File: src/shared/dtp_pkg.sv
// Package for the dataport time-slot port block: sizes, codes, timing, carriers.
// Assumes a 25 MHz system clock shared by the host and the WAN slot bus.
package dtp_pkg;
  localparam int NPORT = 4;
  localparam int NLINK = 8;
  localparam int ACC_W = 26;
  localparam int TO_W = 34;

  // Clock rates and time constants
  localparam logic [ACC_W-1:0] CLK_HZ = 26'h017D_7840; // 25 MHz
  localparam logic [ACC_W-1:0] BIT_HZ = 26'h0000_FA00; // 64 kbps bit clock
  localparam logic [ACC_W-1:0] HALF_STEP = ACC_W'({BIT_HZ, 1'b0}); // Two half periods per bit
  localparam logic [2:0] BITS_PER_BYTE_M1 = 3'h7; // 8 kHz byte clock
  localparam logic [7:0] LOOP_TIMEOUT_MIN = 8'h0A; // Latched loop timeout in minutes
  localparam logic [7:0] SEC_PER_MIN = 8'h3C;
  localparam longint unsigned LOOP_TIMEOUT_CYC_L =
    longint'(LOOP_TIMEOUT_MIN) * longint'(SEC_PER_MIN) * longint'(CLK_HZ);
  localparam logic [TO_W-1:0] LOOP_TIMEOUT_CYC_DEF = TO_W'(LOOP_TIMEOUT_CYC_L);

  // Slot limits
  localparam logic [4:0] SLOT_MIN = 5'h01;
  localparam logic [4:0] SLOT_MAX_T1 = 5'h18;
  localparam logic [4:0] SLOT_MAX_E1 = 5'h1F;
  localparam logic [4:0] SLOT_E1_SIG = 5'h10;
  localparam logic [4:0] SLOT_NA = 5'h00;

  // Loop codes sent and watched for on the slot (plain defaults)
  localparam logic [7:0] CODE_OCU = 8'h2A;
  localparam logic [7:0] CODE_DSU = 8'h2C;
  localparam logic [7:0] CODE_CSU = 8'h28;
  localparam logic [7:0] CODE_DS0 = 8'h3A;
  localparam logic [7:0] CODE_LOOP_DOWN = 8'h24;
  localparam logic [1:0] CODE_MATCH_M1 = 2'h2; // Three matching code bytes in a row

  typedef enum logic [1:0] {
    DTP_MODE_DP = 2'b00, DTP_MODE_CONTR = 2'b01, DTP_MODE_CODIR = 2'b10
  } dtp_mode_t;
  typedef enum logic [1:0] {
    DTP_LB_OFF = 2'b00, DTP_LB_DTE = 2'b01, DTP_LB_NET = 2'b10
  } dtp_lb_t;
  typedef enum logic [2:0] {
    DTP_GEN_OFF = 3'b000, DTP_GEN_OCU = 3'b001, DTP_GEN_DSU = 3'b010,
    DTP_GEN_CSU = 3'b011, DTP_GEN_DS0 = 3'b100
  } dtp_gen_t;
  typedef enum logic [1:0] {
    DTP_DET_OFF = 2'b00, DTP_DET_ENAB = 2'b01, DTP_DET_TO = 2'b10
  } dtp_det_t;

  // Per-port settings as written by the host
  typedef struct packed {
    logic active;
    logic dest_wan;
    logic [2:0] link;
    logic [4:0] slot_number;
    dtp_mode_t mode;
    dtp_lb_t local_loop_select;
    dtp_gen_t remote_loop_code_send;
    dtp_det_t latching_loop_detector;
  } dtp_port_cfg_t;

  // One time-slot byte on the WAN slot bus
  typedef struct packed {
    logic [2:0] link;
    logic [4:0] slot;
    logic [7:0] data;
  } dtp_slot_t;

  localparam dtp_port_cfg_t CFG_RESET = '{
    active: 1'b0, dest_wan: 1'b0, link: 3'h0, slot_number: 5'h00,
    mode: DTP_MODE_DP, local_loop_select: DTP_LB_OFF,
    remote_loop_code_send: DTP_GEN_OFF, latching_loop_detector: DTP_DET_OFF
  };
endpackage

File: src/design/dtp_port.sv
// Dataport time-slot port card logic: four 64 kbps ports mapped onto WAN slots.
// Assumes host config and the WAN slot bus run on clk_i; DTE pins are asynchronous.
module dtp_port
  import dtp_pkg::*;
#(
  parameter logic [TO_W-1:0] LOOP_TIMEOUT_CYC = LOOP_TIMEOUT_CYC_DEF
) (
  input wire logic clk_i,
  input wire logic sys_rst_i,
  input wire logic cfg_we_i,
  input wire logic [1:0] cfg_port_i,
  input wire dtp_port_cfg_t cfg_i,
  input wire logic cfg_ext_clk_i,
  input wire logic [NLINK-1:0] link_e1_i,
  input wire logic [NLINK-1:0] link_sig_i,
  input wire logic wan_stb_i,
  input wire dtp_slot_t wan_rx_i,
  input wire logic [NPORT-1:0] dte_txd_i,
  input wire logic dte_ext_bit_clk_i,
  input wire logic dte_ext_byte_clk_i,
  output dtp_port_cfg_t [NPORT-1:0] port_cfg_o,
  output logic ext_clk_o,
  output logic [NPORT-1:0] clk_na_o,
  output logic [NPORT-1:0] slot_claim_o,
  output logic [NPORT-1:0] loop_latched_o,
  output logic wan_tx_valid_o,
  output dtp_slot_t wan_tx_o,
  output logic [NPORT-1:0] dte_rxd_o,
  output logic [NPORT-1:0] dte_bit_clk_o,
  output logic [NPORT-1:0] dte_byte_clk_o
);

  typedef struct packed {
    dtp_port_cfg_t [NPORT-1:0] cfg;
    logic ext_clk;
    logic [NPORT-1:0] clk_na;
    logic [NPORT-1:0] txd_m;
    logic [NPORT-1:0] txd_s;
    logic [1:0] ext_m;
    logic [1:0] ext_s;
    logic [1:0] ext_d;
    logic [ACC_W-1:0] acc;
    logic bit_clk;
    logic [2:0] bit_cnt;
    logic byte_clk;
    logic [NPORT-1:0][7:0] tx_sr;
    logic [NPORT-1:0][7:0] tx_byte;
    logic [NPORT-1:0][7:0] rx_byte;
    logic [NPORT-1:0][7:0] rx_sr;
    logic [NPORT-1:0] rxd;
    logic [NPORT-1:0] bclk_out;
    logic [NPORT-1:0] yclk_out;
    logic [NPORT-1:0][1:0] up_cnt;
    logic [NPORT-1:0][1:0] dn_cnt;
    logic [NPORT-1:0] latched;
    logic [NPORT-1:0][TO_W-1:0] to_cnt;
    logic [NPORT-1:0] claim;
    logic wan_tx_valid;
    dtp_slot_t wan_tx;
  } dtp_state_t;

  dtp_state_t s;
  dtp_state_t next_s;

  // Legal slot for the link type; used only for the slot claims, not for writes
  function automatic logic slot_ok(input logic [4:0] slot, input logic e1, input logic sig);
    logic ok;
    ok = 1'b0;
    if (!e1) begin
      ok = (slot >= SLOT_MIN) && (slot <= SLOT_MAX_T1);
    end else begin
      ok = (slot >= SLOT_MIN) && (slot <= SLOT_MAX_E1) && !(sig && slot == SLOT_E1_SIG);
    end
    return ok;
  endfunction

  // Byte sent for each loop code choice
  function automatic logic [7:0] gen_code(input dtp_gen_t g);
    logic [7:0] c;
    c = 8'h00;
    case (g)
      DTP_GEN_OCU: c = CODE_OCU;
      DTP_GEN_DSU: c = CODE_DSU;
      DTP_GEN_CSU: c = CODE_CSU;
      DTP_GEN_DS0: c = CODE_DS0;
      default: c = 8'h00;
    endcase
    return c;
  endfunction

  // Next-state logic for configuration, clocking, data path and loop detection
  always_comb begin
    logic [ACC_W-1:0] acc_sum;
    logic bit_tick;
    logic byte_end;
    logic found;
    logic int_tim;
    dtp_port_cfg_t w;
    next_s = s;
    acc_sum = '0;
    bit_tick = 1'b0;
    byte_end = 1'b0;
    found = 1'b0;
    int_tim = 1'b0;
    w = cfg_i;

    // Host write with card-wide mode and clock propagation
    if (cfg_we_i) begin
      if (!w.dest_wan) begin
        w.slot_number = SLOT_NA;
      end
      for (int p = 0; p < NPORT; p++) begin
        if (p == int'(cfg_port_i)) begin
          next_s.cfg[p] = w;
        end else if (w.mode == DTP_MODE_DP) begin
          next_s.cfg[p].mode = DTP_MODE_DP;
        end else if (s.cfg[p].mode == DTP_MODE_DP) begin
          next_s.cfg[p].mode = DTP_MODE_CONTR;
        end
      end
      next_s.ext_clk = cfg_ext_clk_i;
    end
    for (int p = 0; p < NPORT; p++) begin
      next_s.clk_na[p] = (next_s.cfg[p].mode != DTP_MODE_DP);
    end

    // Pin synchronisers
    // Only the second stage, and the third for the edge detect, feed logic; the first may still be settling
    next_s.txd_m = dte_txd_i;
    next_s.txd_s = s.txd_m;
    next_s.ext_m = {dte_ext_byte_clk_i, dte_ext_bit_clk_i};
    next_s.ext_s = s.ext_m;
    next_s.ext_d = s.ext_s;

    // Bit timing: fractional divider internally, DTE clocks externally
    // The accumulator keeps the long-run rate exact; each edge may jitter one system clock
    // G.703 ports ignore the clock source; mode spread lets port 0 speak for the card
    int_tim = !s.ext_clk || s.clk_na[0];
    if (int_tim) begin
      acc_sum = s.acc + HALF_STEP;
      if (acc_sum >= CLK_HZ) begin
        next_s.acc = acc_sum - CLK_HZ;
        next_s.bit_clk = !s.bit_clk;
        bit_tick = !s.bit_clk;
      end else begin
        next_s.acc = acc_sum;
      end
      byte_end = bit_tick && (s.bit_cnt == BITS_PER_BYTE_M1);
    end else begin
      next_s.acc = '0;
      bit_tick = s.ext_s[0] && !s.ext_d[0];
      byte_end = bit_tick && (s.ext_s[1] || s.bit_cnt == BITS_PER_BYTE_M1);
    end
    if (bit_tick) begin
      next_s.bit_cnt = byte_end ? 3'h0 : s.bit_cnt + 3'h1;
      next_s.byte_clk = byte_end;
    end

    // Clock outputs toward the DTE per port mode
    for (int p = 0; p < NPORT; p++) begin
      case (s.cfg[p].mode)
        DTP_MODE_DP: begin
          next_s.bclk_out[p] = !s.ext_clk && s.bit_clk;
          next_s.yclk_out[p] = !s.ext_clk && s.byte_clk;
        end
        DTP_MODE_CONTR: begin
          next_s.bclk_out[p] = s.bit_clk;
          next_s.yclk_out[p] = s.byte_clk;
        end
        default: begin
          next_s.bclk_out[p] = 1'b0;
          next_s.yclk_out[p] = 1'b0;
        end
      endcase
    end

    // Serial shifting toward and from the DTE, shared timing for both directions
    for (int p = 0; p < NPORT; p++) begin
      if (bit_tick) begin
        next_s.tx_sr[p] = {s.tx_sr[p][6:0], s.txd_s[p]};
        next_s.rxd[p] = s.rx_sr[p][7];
        next_s.rx_sr[p] = {s.rx_sr[p][6:0], 1'b0};
        if (byte_end) begin
          next_s.tx_byte[p] = {s.tx_sr[p][6:0], s.txd_s[p]};
          next_s.rx_sr[p] = (s.cfg[p].local_loop_select == DTP_LB_DTE) ?
                            s.tx_byte[p] : s.rx_byte[p];
        end
      end
    end

    // Slot claims from the port settings and link types
    // An illegal slot stays stored but is never claimed
    for (int p = 0; p < NPORT; p++) begin
      next_s.claim[p] = s.cfg[p].active && s.cfg[p].dest_wan &&
        slot_ok(s.cfg[p].slot_number, link_e1_i[s.cfg[p].link],
                link_sig_i[s.cfg[p].link]);
    end

    // WAN slot bus: answer the matching port one cycle after the strobe
    // If two ports claim one slot, the lowest port answers
    next_s.wan_tx_valid = 1'b0;
    next_s.wan_tx = wan_rx_i;
    for (int p = 0; p < NPORT; p++) begin
      if (wan_stb_i && s.claim[p] && !found && wan_rx_i.link == s.cfg[p].link &&
          wan_rx_i.slot == s.cfg[p].slot_number) begin
        found = 1'b0 | 1'b1;
        next_s.wan_tx_valid = 1'b1;
        if (s.cfg[p].local_loop_select == DTP_LB_NET || s.latched[p]) begin
          next_s.wan_tx.data = wan_rx_i.data;
        end else if (s.cfg[p].mode == DTP_MODE_DP &&
                     s.cfg[p].remote_loop_code_send != DTP_GEN_OFF) begin
          next_s.wan_tx.data = gen_code(s.cfg[p].remote_loop_code_send);
        end else begin
          next_s.wan_tx.data = s.tx_byte[p];
        end
        next_s.rx_byte[p] = wan_rx_i.data;
        // Latching loop code watch on the received slot byte
        if (s.cfg[p].latching_loop_detector != DTP_DET_OFF && s.cfg[p].mode == DTP_MODE_DP) begin
          if (wan_rx_i.data == gen_code(DTP_GEN_DS0) || wan_rx_i.data == CODE_OCU ||
              wan_rx_i.data == CODE_DSU || wan_rx_i.data == CODE_CSU) begin
            next_s.up_cnt[p] = (s.up_cnt[p] == CODE_MATCH_M1) ? s.up_cnt[p] : s.up_cnt[p] + 2'h1;
            if (s.up_cnt[p] == CODE_MATCH_M1 && !s.latched[p]) begin
              next_s.latched[p] = 1'b1;
              next_s.to_cnt[p] = '0;
            end
          end else begin
            next_s.up_cnt[p] = 2'h0;
          end
          if (wan_rx_i.data == CODE_LOOP_DOWN) begin
            next_s.dn_cnt[p] = (s.dn_cnt[p] == CODE_MATCH_M1) ? s.dn_cnt[p] : s.dn_cnt[p] + 2'h1;
            if (s.dn_cnt[p] == CODE_MATCH_M1) begin
              next_s.latched[p] = 1'b0;
            end
          end else begin
            next_s.dn_cnt[p] = 2'h0;
          end
        end
      end
    end

    // Timeout and mode or option gating of the latched loop
    // The counter restarts whenever the loop latches
    for (int p = 0; p < NPORT; p++) begin
      if (s.latched[p] && s.cfg[p].latching_loop_detector == DTP_DET_TO) begin
        next_s.to_cnt[p] = s.to_cnt[p] + TO_W'(1);
        if (s.to_cnt[p] >= LOOP_TIMEOUT_CYC - TO_W'(1)) begin
          next_s.latched[p] = 1'b0;
          next_s.to_cnt[p] = '0;
        end
      end
      if (s.cfg[p].latching_loop_detector == DTP_DET_OFF || s.cfg[p].mode != DTP_MODE_DP) begin
        next_s.latched[p] = 1'b0;
        next_s.up_cnt[p] = 2'h0;
        next_s.dn_cnt[p] = 2'h0;
        next_s.to_cnt[p] = '0;
      end
    end
  end

  // State register with synchronous reset to the default settings
  // Answer and loop state start clear so no stale answer follows reset
  always_ff @(posedge clk_i) begin
    if (sys_rst_i) begin
      s <= '0;
      s.cfg <= {NPORT{CFG_RESET}};
    end else begin
      s <= next_s;
    end
  end

  // Outputs straight from the state register
  assign port_cfg_o = s.cfg;
  assign ext_clk_o = s.ext_clk;
  assign clk_na_o = s.clk_na;
  assign slot_claim_o = s.claim;
  assign loop_latched_o = s.latched;
  assign wan_tx_valid_o = s.wan_tx_valid;
  assign wan_tx_o = s.wan_tx;
  assign dte_rxd_o = s.rxd;
  assign dte_bit_clk_o = s.bclk_out;
  assign dte_byte_clk_o = s.yclk_out;

endmodule

File: config.mk
export PLATFORM = sky130hd
export DESIGN_NAME = dtp_port
export DESIGN_NICKNAME = d
export VERILOG_FILES = /design/src/shared/dtp_pkg.sv /design/src/design/dtp_port.sv
export SDC_FILE = /design/constraint.sdc
export NUM_CORES = 1
export LEC_CHECK = 0
export BUFFER_PORTS_ARGS = -buffer_cell sky130_fd_sc_hd__buf_2
export CAP_MARGIN = 20
export CORE_ASPECT_RATIO = 1.2
export CORE_MARGIN = 2
export CORE_UTILIZATION = 39
export DETAILED_ROUTE_END_ITERATION = 7
export GPL_TIMING_DRIVEN = 0
export SLEW_MARGIN = 10
export SYNTH_ARGS = -nofsm -noshare
export SYNTH_HDL_FRONTEND = slang
export SYNTH_SLANG_ARGS = --single-unit
File: constraint.sdc
create_clock -name clk_i -period 8.57 [get_ports clk_i]
set_clock_uncertainty 0.15 [all_clocks]
set_input_delay 1.2855 -clock clk_i [delete_from_list [all_inputs] [get_ports clk_i]]
set_output_delay 1.2855 -clock clk_i [all_outputs]
set_load 0.03 [all_outputs]
After elaboration in Yosys (flattened, before gate mapping) --
Cells that the tools add are included.
Word-level totals: register bits after elaboration 438, bits of input ports 64, output and inout bits 118, logic and storage cells 496
Cells by class: add/subtract/negate cells 15, $lt $le $gt $ge 21, equal/unequal tests 69, muxes and demuxes 155, bitwise gates (word level) 1, reduce and logical (&&, ||, !) cells 152
Operators by type and width (number):
- $mux W34 | 24
- $mux W8 | 20
- $add A34 B1 Y34 const B | 4
- $ge A34 B34 Y1 const B | 4
- $pmux W6 S4 | 4
- $mux W67 | 1
- $logic_and A1 B1 Y1 | 60
- $mux W2 | 28
- $reduce_bool A2 Y1 | 28
- $mux W1 | 52
- $eq A8 B6 Y1 const B | 5
- $le A5 B5 Y1 const B | 8
- $eq A2 B2 Y1 const B | 16
- $mux W10 | 3
- $mux W7 | 4
- $add A26 B17 Y26 const B | 1
- $ge A26 B25 Y1 const B | 1
- $mux W26 | 1
- $sub A26 B25 Y26 const B | 1
- $bmux W1 S3 | 8
- $eq A3 B2 Y1 const B | 8
- $reduce_and A3 Y1 | 8
- $eq A5 B5 Y1 | 4
- $eq A5 B5 Y1 const B | 4
- 22 further kinds | 116

Longest topological paths before layout --
Gate-level depths: netlist of the first run.
depth after elaboration 21, depth in mapped cells 12, gate-level depth less buffers 8

Least setup slack after synthesis of the first run --
OpenSTA, ideal clock, no wires.
kind in2reg, start input port wan_rx_i[8] (netlist name), end register s[151] (netlist name), setup time 0.072 ns, arrival time 3.580 ns, required time 8.348 ns, setup slack 4.768 ns, cell stages on the path 11, path buffers 4, cell sequence buf_2 xnor2_1 and3_1 and3_1 clkbuf_1 or4_1 or4_1 buf_2 buf_6 a21oi_2 mux2i_1
Between the ends: cells in the longest elaborated chain, start to end 19, elaborated cells between the ends (all ways) 22, those cells by class eq/ne: 4; mux: 3; reduce/logical: 15
RTL lines:
- start: declaration | line dtp_port.sv:17 | input wire dtp_slot_t wan_rx_i,
- $eq A5 B5 Y1 | line dtp_port.sv:205 | wan_rx_i.slot == s.cfg[p].slot_number) begin
- $logic_and A1 B1 Y1 | line dtp_port.sv:204 | if (wan_stb_i && s.claim[p] && !found && wan_rx_i.link == s.cfg[p].link &&
- $mux W1 | line dtp_port.sv:204
- $logic_not A1 Y1 | line dtp_port.sv:204
- $logic_and A1 B1 Y1 (3 in series) | line dtp_port.sv:204
- $mux W1 | line dtp_port.sv:204
- $logic_not A1 Y1 | line dtp_port.sv:204
- $logic_and A1 B1 Y1 (3 in series) | line dtp_port.sv:204
- $mux W1 | line dtp_port.sv:204
- $logic_not A1 Y1 | line dtp_port.sv:204
- $logic_and A1 B1 Y1 (2 in series) | line dtp_port.sv:204
- $logic_and A1 B1 Y1 (*) | line dtp_port.sv:204
- $reduce_bool A2 Y1 (no line) (*)
- $reduce_and A4 Y1 (no line) (*)
- end signal: assignment | line dtp_port.sv:267 | s <= next_s;
- end: declaration | line dtp_port.sv:62 | dtp_state_t s;
Every way passes the cells marked *; elsewhere a longest branch is shown, timed or not. A chain may end at the register's enable or synchronous reset.

Worst setup path after layout of the first run --
start input port wan_rx_i[6] (netlist name), end register s[113] (netlist name)
Between the ends: cells in the longest elaborated chain, start to end 6, elaborated cells between the ends (all ways) 9, those cells by class eq/ne: 4; reduce/logical: 5
RTL lines:
- $eq A8 B6 Y1 | line dtp_port.sv:219 | if (wan_rx_i.data == gen_code(DTP_GEN_DS0) || wan_rx_i.data == CODE_OCU ||
- $logic_or A1 B1 Y1 (2 in series) | line dtp_port.sv:219
- $logic_or A1 B1 Y1 (*) | line dtp_port.sv:220 | wan_rx_i.data == CODE_DSU || wan_rx_i.data == CODE_CSU) begin
- $reduce_bool A2 Y1 (no line) (*)
- $reduce_and A4 Y1 (no line) (*)
Marked as above.

==> impl_results.md, run 1 <==
* Buffer levels on the longest clock path at 3
* Hold Path Class: register to register
* FILL cells at approximately 5.7k
* H-tree depth at 2
* Gr ovfl total at 0
* CTS Buf Count at 47
* Crit path kind: input pin to register
* Vias in the first global route at 20.4k
* Vias per inst at 5.70
* DRT Pass-1 Iters at 6
* Gr usage total at 24.6%
* Comb power frac at between 10% and 20%
* Final min period at roughly 4300 ps
* RePlAce Congestion at roughly 0.94
* Sw frac at between 20% and 30%
* Clock power frac at between 40% and 50%
* Critical-path cell list: clkbuf_1 > nor4b_2 > nand3_1 > nor4_1 > nand4_1 > and2_1 > clkbuf_1 > o21ai_2 > nor2_1
* Core Util, Final at 45.4%
* Area growth from synthesis to layout at 14.9%
* Clock root buffer: clkbuf_16
* Overall die area at 60100 µm²
* Largest net degree at the start of global routing at 14
* Worst endpoint required time at 8870 ps
* Setup crit end kind: register
* Slew margin rel. at about 28%
* Actual slew at the worst max-slew pin at 1070 ps
* Int Pwr at between 3 and 4 mW
* Setup bufs post-CTS at 0
* Worst path max stage delay at ~520 ps
* Hold buffers post-CTS at 0
* Antenna violations before repair at 5
* Antenna-violating nets left at 0
* Outcome: finished clean
* Number of synthesized flops with an enable pin at 0
* Worst path most repeated cell: clkbuf_1
* Worst-path clk slew at roughly 60 ps
* Port Buffers at about 160
* Post-synthesis sequential area ratio at a little under two fifths
* Final max-slew violation count at 0
* Seq pwr share at 44.4%
* Buf/Inv on CP at 2
* Hpwl dp at between 50000 and 60000 µm
* Mapped Nets at about 2.9k
* Routed WL at ~76000 µm
* 1st-iter DRT viols at 1771
* Final #Nets at between 3k and 4k
* Worst-path fanout max at 10
* FMAX at 232 MHz
* RSZ-0062 raised after global routing: false
* Vias at between 20k and 25k
* Setup TNS at 0 ps
* Post-cts resize count at 0
* Row cnt at 96
* Core ar. at about 57000 µm²
* Final hold vios at 0
* LEAKAGE at 9.26 nW
* VDD IR max at between 150 and 200 µV
* Yosys cell types at 86
* Slowest cell on crit path: nand4_1
* Fin crit share at between 50% and 60%
* Die X at between 200 and 250 µm
* Proportion of layout cells with a drive suffix above 1 at 14.8%
* Startpoint types: input pin
* Avg Cell Area, Syn at 8.13 µm²
* First-pass GRT wire length at ~120000 µm
* Wire per inst at approximately 20 µm
* Synth Warn # at 0
* Synth area leader: dfxtp_1
* Post-Syn Area at ~23000 µm²
* Setup violations, final at 0
* Setup slack, reg-to-reg at 4710 ps
* Pwr/cell area at between 150 and 200 nW/µm²
* TritonCTS clock tree: done
* Clock insertion delay at the later pin of the skew report at between 600 and 700 ps
* Post-synth ARST share at 0%
* Synthesized instance count at 2790
* TritonCTS Sinks at roughly 430
* Initial Util at just under 40%
* WP data arrival at between 4000 and 5000 ps
* Synthesized flop and latch total at roughly 430
* Die Span Y at ~270 µm
* # IOs at approximately 180
* Top-area cell type share of the netlist area at about two fifths
* Drt drc at 0
* Max cap viols at 0
* Critical path's top delay family: simple AND/OR/NAND/NOR gates
* Area contributors post-synth: dfxtp_1 (38%), a21oi_1 (6.0%), mux2i_1 (5.7%), nand2_1 (5.1%), buf_4 (3.9%)
* Top FF cell, synth: dfxtp_1
* Switching Power at roughly 1.2 mW
Yosys cell counts, types with 6 or more instances:
cell type / instances
nand4_1: 44
and3_1: 32
a31oi_1: 19
o211ai_1: 11
a2111oi_0: 11
nand2_1: 311
buf_4: 117
ha_1: 19
mux2i_1: 129
nor3_1: 47
a22oi_1: 6
a311oi_1: 17
nor4_1: 33
inv_1: 43
and4_1: 15
clkbuf_1: 131
dfxtp_1: 432
nand3b_1: 24
or3_1: 18
buf_2: 27
a21o_1: 14
or4_1: 28
a221oi_1: 8
a21oi_1: 270
a211oi_1: 33
nor2b_1: 40
and2_1: 17
nand2b_1: 118
nor3b_1: 8
nor2_1: 209
buf_1: 15
o21ai_0: 146
or2_2: 11
a21oi_2: 7
xnor2_1: 60
nand3_1: 156
o21a_1: 8
xor2_1: 26
o31ai_1: 22
mux4_2: 16
per-stage QoR:
| step | worst slack, ps | cells | hold slack, ps | total power [mW] | area, µm² |
|---|---|---|---|---|---|
| detailed placement | 3690 | 3691 | 285 | 2.59 | 24500 |
| global placement | 3490 | 3688 | 273 | 2.58 | 24400 |
| CTS | 4280 | 3777 | 300 | 4.71 | 26100 |
| global route | 3960 | 3780 | 321 | 4.83 | 26100 |
| floorplan | 4770 | 2790 | 264 | 2.43 | 22700 |
| finish | 4260 | 3780 | 297 | 4.68 | 26100 |
registers in the layout, indices dropped and copies added (netlist names), 4 cells and up:
name            flops
loop_latched_o      4
dte_bit_clk_o       4
next_s              8
slot_claim_o        4
s                 306
dte_rxd_o           4
port_cfg_o         76
dte_byte_clk_o      4
clk_na_o            4
wan_tx_o           16
power by group through the flow:
stage	combinational (mW)	sequential [mW]	clock, mW
2_1_floorplan	0.328	2.11	0
3_3_place_gp	0.457	2.12	0
3_5_place_dp	0.463	2.12	0
4_1_cts	0.465	2.08	2.17
5_1_grt	0.503	2.08	2.24
6_report	0.470	2.08	2.13
cells in the final DEF (no fill, tap or decap), types with 31 or more instances in the layout:
| cell | count |
|---|---|
| nand3_1 | 156 |
| nand2b_1 | 118 |
| a211oi_1 | 33 |
| mux2i_1 | 129 |
| and3_1 | 32 |
| buf_4 | 118 |
| xnor2_1 | 60 |
| nor2b_1 | 40 |
| dfxtp_1 | 432 |
| nor3_1 | 47 |
| inv_1 | 43 |
| clkbuf_16 | 47 |
| nand4_1 | 44 |
| buf_2 | 193 |
| nor4_1 | 31 |
| o21ai_0 | 146 |
| nor2_1 | 209 |
| nand2_1 | 311 |
| a21oi_1 | 270 |
| clkbuf_1 | 138 |
metal layers:
metal	share of wire, %	vias to the layer above	track usage [%]
met5	0	-	0
met4	3.4	0	8.73
met3	6.0	138	3.50
met2	49	723	42.8
met1	42	10400	31.1
li1	-	10200	-
kinds of logic after synthesis:
kind of cell    share of synthesized area, %
simple gates                            25.4
compound gates                          16.9
flops                                   38.1
buf+inv                                 7.74
mux                                     7.53
xor+xnor                                3.32
fa+ha+maj                               1.05
final cells by class:
cell class | count | area, µm² | share of cell area, %
tap | 735 | 920 | 3.53
clock buffer | 63 | 1330 | 5.09
clock inverter | 23 | 268 | 1.03
inverter | 43 | 161 | 0.619
sequential | 432 | 8650 | 33.2
timing repair buffer | 167 | 838 | 3.22
antenna | 2 | 5.00 | 0.0192
multi-input combinational | 2022 | 12300 | 47.2
buffer | 293 | 1600 | 6.12
worst register-to-register path, cell delays in order, from the launching register on:
cell and delay, ps:
dfxtp_1 510, xor2_1 120, nor4_1 800, nand3_1 500, and3_1 370, buf_1 280
a221oi_1 310, o31ai_1 190, a211oi_1 470
path summary, 6_finish.rpt:
check | from | end | cells after the start
setup / recovery | wan_rx_i[6] | s[113]$_SDFFE_PP0P_ | 9
hold / removal | next_s[350]$_SDFF_PP0_ | next_s[348]$_SDFF_PP0_ | 1
setup reg to reg | port_cfg_o[12]$_SDFFE_PP0P_ | wan_tx_o[3]$_SDFF_PP0_ | 8
hold reg to reg | next_s[350]$_SDFF_PP0_ | next_s[348]$_SDFF_PP0_ | 1
Power figures use the tool's default switching activity.
==> run 2, diff against run 1 <==
ABC_AREA = 1   (was default)
clock period = 4 ns   (was 8.57 ns; I/O delays follow)
==> run 2 against run 1 <==
  * Worst hold slack worse by 240 ps
  * Core utilization is 0.054 points lower
  * Wire length is 12% higher
  * Largest power group unchanged
  * Highest routed layer is now met5
==> impl_results.md, run 2 <==
* M2 GR Usage at 43.6% (+0.86 points)
* Most frequent cells in the layout: nand2_1 (588), nor2_1 (473), dfxtp_1 (432)
* Synth area leader: dfxtp_1
* Die Span Y at 275 µm (+2.6%)
* Switching Power at 2.84 mW (+130%)
* Met1 usage at 33.5% (+2.4 points)
* Worst r2r path cells at 13 (+5)
* Outcome: finished clean
* RSZ-0062 raised after global routing: false
* Hold Path Class: input pin to register
* Largest Register: s
* Crit path kind: register to register
* Port Buffers at 177 (+8.6%)
* Final max-slew violation count at 0 (unchanged)
* Synth cell count leaders: nand2_1 (588), nor2_1 (473), dfxtp_1 (432)
* Routed WL at 85000 µm (+12%)
* 1st-iter DRT viols at 1868 (+5.5%)
* Worst-path clk slew at 60 ps (about the same)
* Setup crit end kind: register
* Die X at 230 µm (+2.6%)
* Row cnt at 99 (+3.1%)
* Final hold vios at 0 (unchanged)
* Top-area cell type share of the netlist area at 36.2% (-1.9 points)
* Pwr/cell area at 378 nW/µm² (+110%)
* Avg Cell Area, Syn at 6.66 µm² (-18%)
* Setup bufs post-CTS at 0 (unchanged)
* First-pass GRT wire length at 132000 µm (+12%)
* Worst-path fanout max at 10 (unchanged)
* Area contributors post-synth: dfxtp_1 (36%), nand2_1 (9.2%), a21oi_1 (8.7%), nor2_1 (7.4%), o21ai_0 (5.8%)
* Antenna violations before repair at 6 (+1)
* Gr usage total at 26.2% (+1.6 points)
* Critical R2R Capture: wan_tx_o[2]$_SDFF_PP0_
* WP data arrival at 4150 ps (-470 ps)
* Max FFs per register at 306 (unchanged)
* Most Crowded Layer GR: met2
* Fin crit share at approximately 96%
* Most common library cell in the layout ignoring fill and taps: nand2_1
* DRT Pass-1 Iters at 6 (unchanged)
* VDD IR max at 294 µV (+77%)
* Initial Util at 39.4% (-0.15 points)
* Max cap viols at 0 (unchanged)
* Overall die area at 63300 µm² (+5.2%)
* Gr ovfl total at 0 (unchanged)
* Setup slack, reg-to-reg at 180 ps (-4530 ps)
* Cell Count Post-Placement at 4574 (+24%)
* Synth Warn # at 0 (unchanged)
* Setup violations, final at 0 (unchanged)
* Yosys cell types at 58 (-33%)
* Most common cell in the synthesized netlist: nand2_1
* Worst path most repeated cell: nand2_1
* Post-cts resize count at 0 (unchanged)
* Buf/Inv on CP at 3 (+1)
* Proportion of layout cells with a drive suffix above 1 at 12.0% (-2.8 points)
* Post-synth ARST share at 0% (unchanged)
* Sw frac at 27.4% (+1.0 points)
* Core ar. at 60700 µm² (+5.7%)
* Synthesized flop and latch total at 432 (unchanged)
* Worst reg2reg path startpoint: port_cfg_o[14]$_SDFFE_PP0P_
* Pwr Total at 10.4 mW (+120%)
* Seq pwr share at 43.1% (-1.3 points)
* Critical-path cell list: inv_1 > nand2_1 > nand2_1 > a21oi_1 > nand3b_1 > nor2_1 > inv_1 > nand2_1 > clkbuf_1 > o211ai_1 > o21ai_0 > o21ai_0 > a21oi_1
* End of the worst hold path: next_s[350]$_SDFF_PP0_
* Actual slew at the worst max-slew pin at 995 ps (-72.9 ps)
* TritonCTS Sinks at 432 (unchanged)
* Vias at 24.9k (+16%)
* Met3 usage at 4.23% (+0.73 points)
* Setup TNS at 0 ps (unchanged)
* Post-Syn Area at 23900 µm² (+5.3%)
* Final min period at between 3000 and 4000 ps
* Slowest cell on crit path: nor2_1
* # IOs at 182 (unchanged)
* Clock power frac at 46.0% (+0.4 points)
* H-tree depth at 2 (unchanged)
* Top FF cell, synth: dfxtp_1
* Critical path's top delay family: simple AND/OR/NAND/NOR gates
* Placed instance area at 25800 µm² (+5.5%)
* Buffer levels on the longest clock path at 3 (unchanged)
* Number of synthesized flops with an enable pin at 0 (unchanged)
* Synthesized instance count at 3588 (+29%)
* Worst path max stage delay at 730 ps (+210 ps)
* Vias in the first global route at 23.4k (+15%)
* Antenna-violating nets left at 0 (unchanged)
* RePlAce Congestion at 0.973 (+3.0%)
* FMAX at ~260 MHz
* Wire per inst at 18.2 µm (-9.6%)
* Worst endpoint required time at 4330 ps (-4540 ps)
* Post-synthesis sequential area ratio at 36.2% (-1.9 points)
* LEAKAGE at 10.7 nW (+15%)
* CTS Buf Count at 49 (+4.3%)
* Int Pwr at 7.55 mW (+120%)
* Worst Hold Launch: dte_ext_bit_clk_i
* Startpoint types: register
* Final Non-Filler Cells at 4670 (+24%)
* Clock insertion delay at the later pin of the skew report at 610 ps (about the same)
* TritonCTS clock tree: done
* Slew margin rel. at 33.4% (+5.2 points)
* Hold buffers post-CTS at 0 (unchanged)
* Comb power frac at 10.8% (+0.8 points)
* Clock root buffer: clkbuf_16
* Worst Hold Depth at 3 (+2)
* Hpwl dp at 65300 µm (+13%)
* Final #Nets at 3901 (+26%)
* Design area at 27500 µm² (+5.6%)
* Final hold slack at 55.5 ps (-241 ps)
* Area growth from synthesis to layout at 15.2%
* Largest net degree at the start of global routing at 15 (+1)
* Vias per inst at 5.33 (-6.4%)
* Drt drc at 0 (unchanged)
* Mapped Nets at 3671 (+28%)
[run 2: cell count changes after synthesis, sizes merged, moves of 55 or more]
cell	previous run	this run
inv	43	373
nand2	311	598
nor2	209	480
a21oi	277	416
mux2i	129	0
o21ai	153	282
nand2b	118	0
nand3	157	271
nor3	49	104
[run 2: cell type report]
type,count,area [µm²]
clock inverter,20,231
clock buffer,72,1480
multi-input combinational,2508,12200
tap,808,1010
antenna,3,7.51
timing repair buffer,179,896
sequential,432,8650
buffer,262,1550
inverter,386,1450
fill,6471,33200
[run 2: layer usage]
layer  share of wire [%]  wire, µm
met1                  44     37200
met2                  45     38600
met3                 6.4      5440
met4                 4.3      3690
met5               0.068        58
[run 2: power by group through the flow]
stage / registers (mW) / logic, mW / clock network, mW
after CTS: 4.48 / 1.11 / 4.86
after floorplan: 4.54 / 0.745 / 0
final: 4.48 / 1.13 / 4.79
after global routing: 4.49 / 1.23 / 5.03
after detailed placement: 4.57 / 1.11 / 0
after global placement: 4.58 / 1.11 / 0
[run 2: cells by family after synthesis]
family          after synthesis  synth area share [%]
xor+xnor                     83                  3.04
compound gates              816                  18.3
mux                           2                0.0942
buf+inv                     648                  12.6
fa+ha+maj                    19                 0.995
flops                       432                  36.2
simple gates               1588                  28.8
[run 2: how the worst max path moves through the flow]
stage	startpoint	cells past startpoint	end	slack [ps]
after floorplan	wan_rx_i[11]	12	s[148]$_SDFFE_PP0P_	1490
after global placement	wan_rx_i[10]	14	wan_tx_o[2]$_SDFF_PP0_	-40
after detailed placement	cfg_we_i	7	port_cfg_o[3]$_SDFFE_PP0P_	-70
after CTS	port_cfg_o[14]$_SDFFE_PP0P_	13	wan_tx_o[2]$_SDFF_PP0_	340
after global routing	port_cfg_o[14]$_SDFFE_PP0P_	13	wan_tx_o[2]$_SDFF_PP0_	180
final	port_cfg_o[14]$_SDFFE_PP0P_	13	wan_tx_o[2]$_SDFF_PP0_	180
[run 2: worst reg2reg max path: cells and delay by family (launching register included)]
| family | cells | cell delay, ps |
|---|---|---|
| compound gates | 5 | 1160 |
| flops | 1 | 390 |
| buf+inv | 3 | 830 |
| simple gates | 5 | 1150 |
[run 2: through the flow]
| stage | worst slack [ps] | utilization (%) |
|---|---|---|
| after floorplan | 1490 | - |
| after global placement | -40.3 | 42.5 |
| after detailed placement | -69.5 | 42.5 |
| after CTS | 343 | 45.3 |
| after global routing | 180 | 45.3 |
| final | 179 | 45.3 |
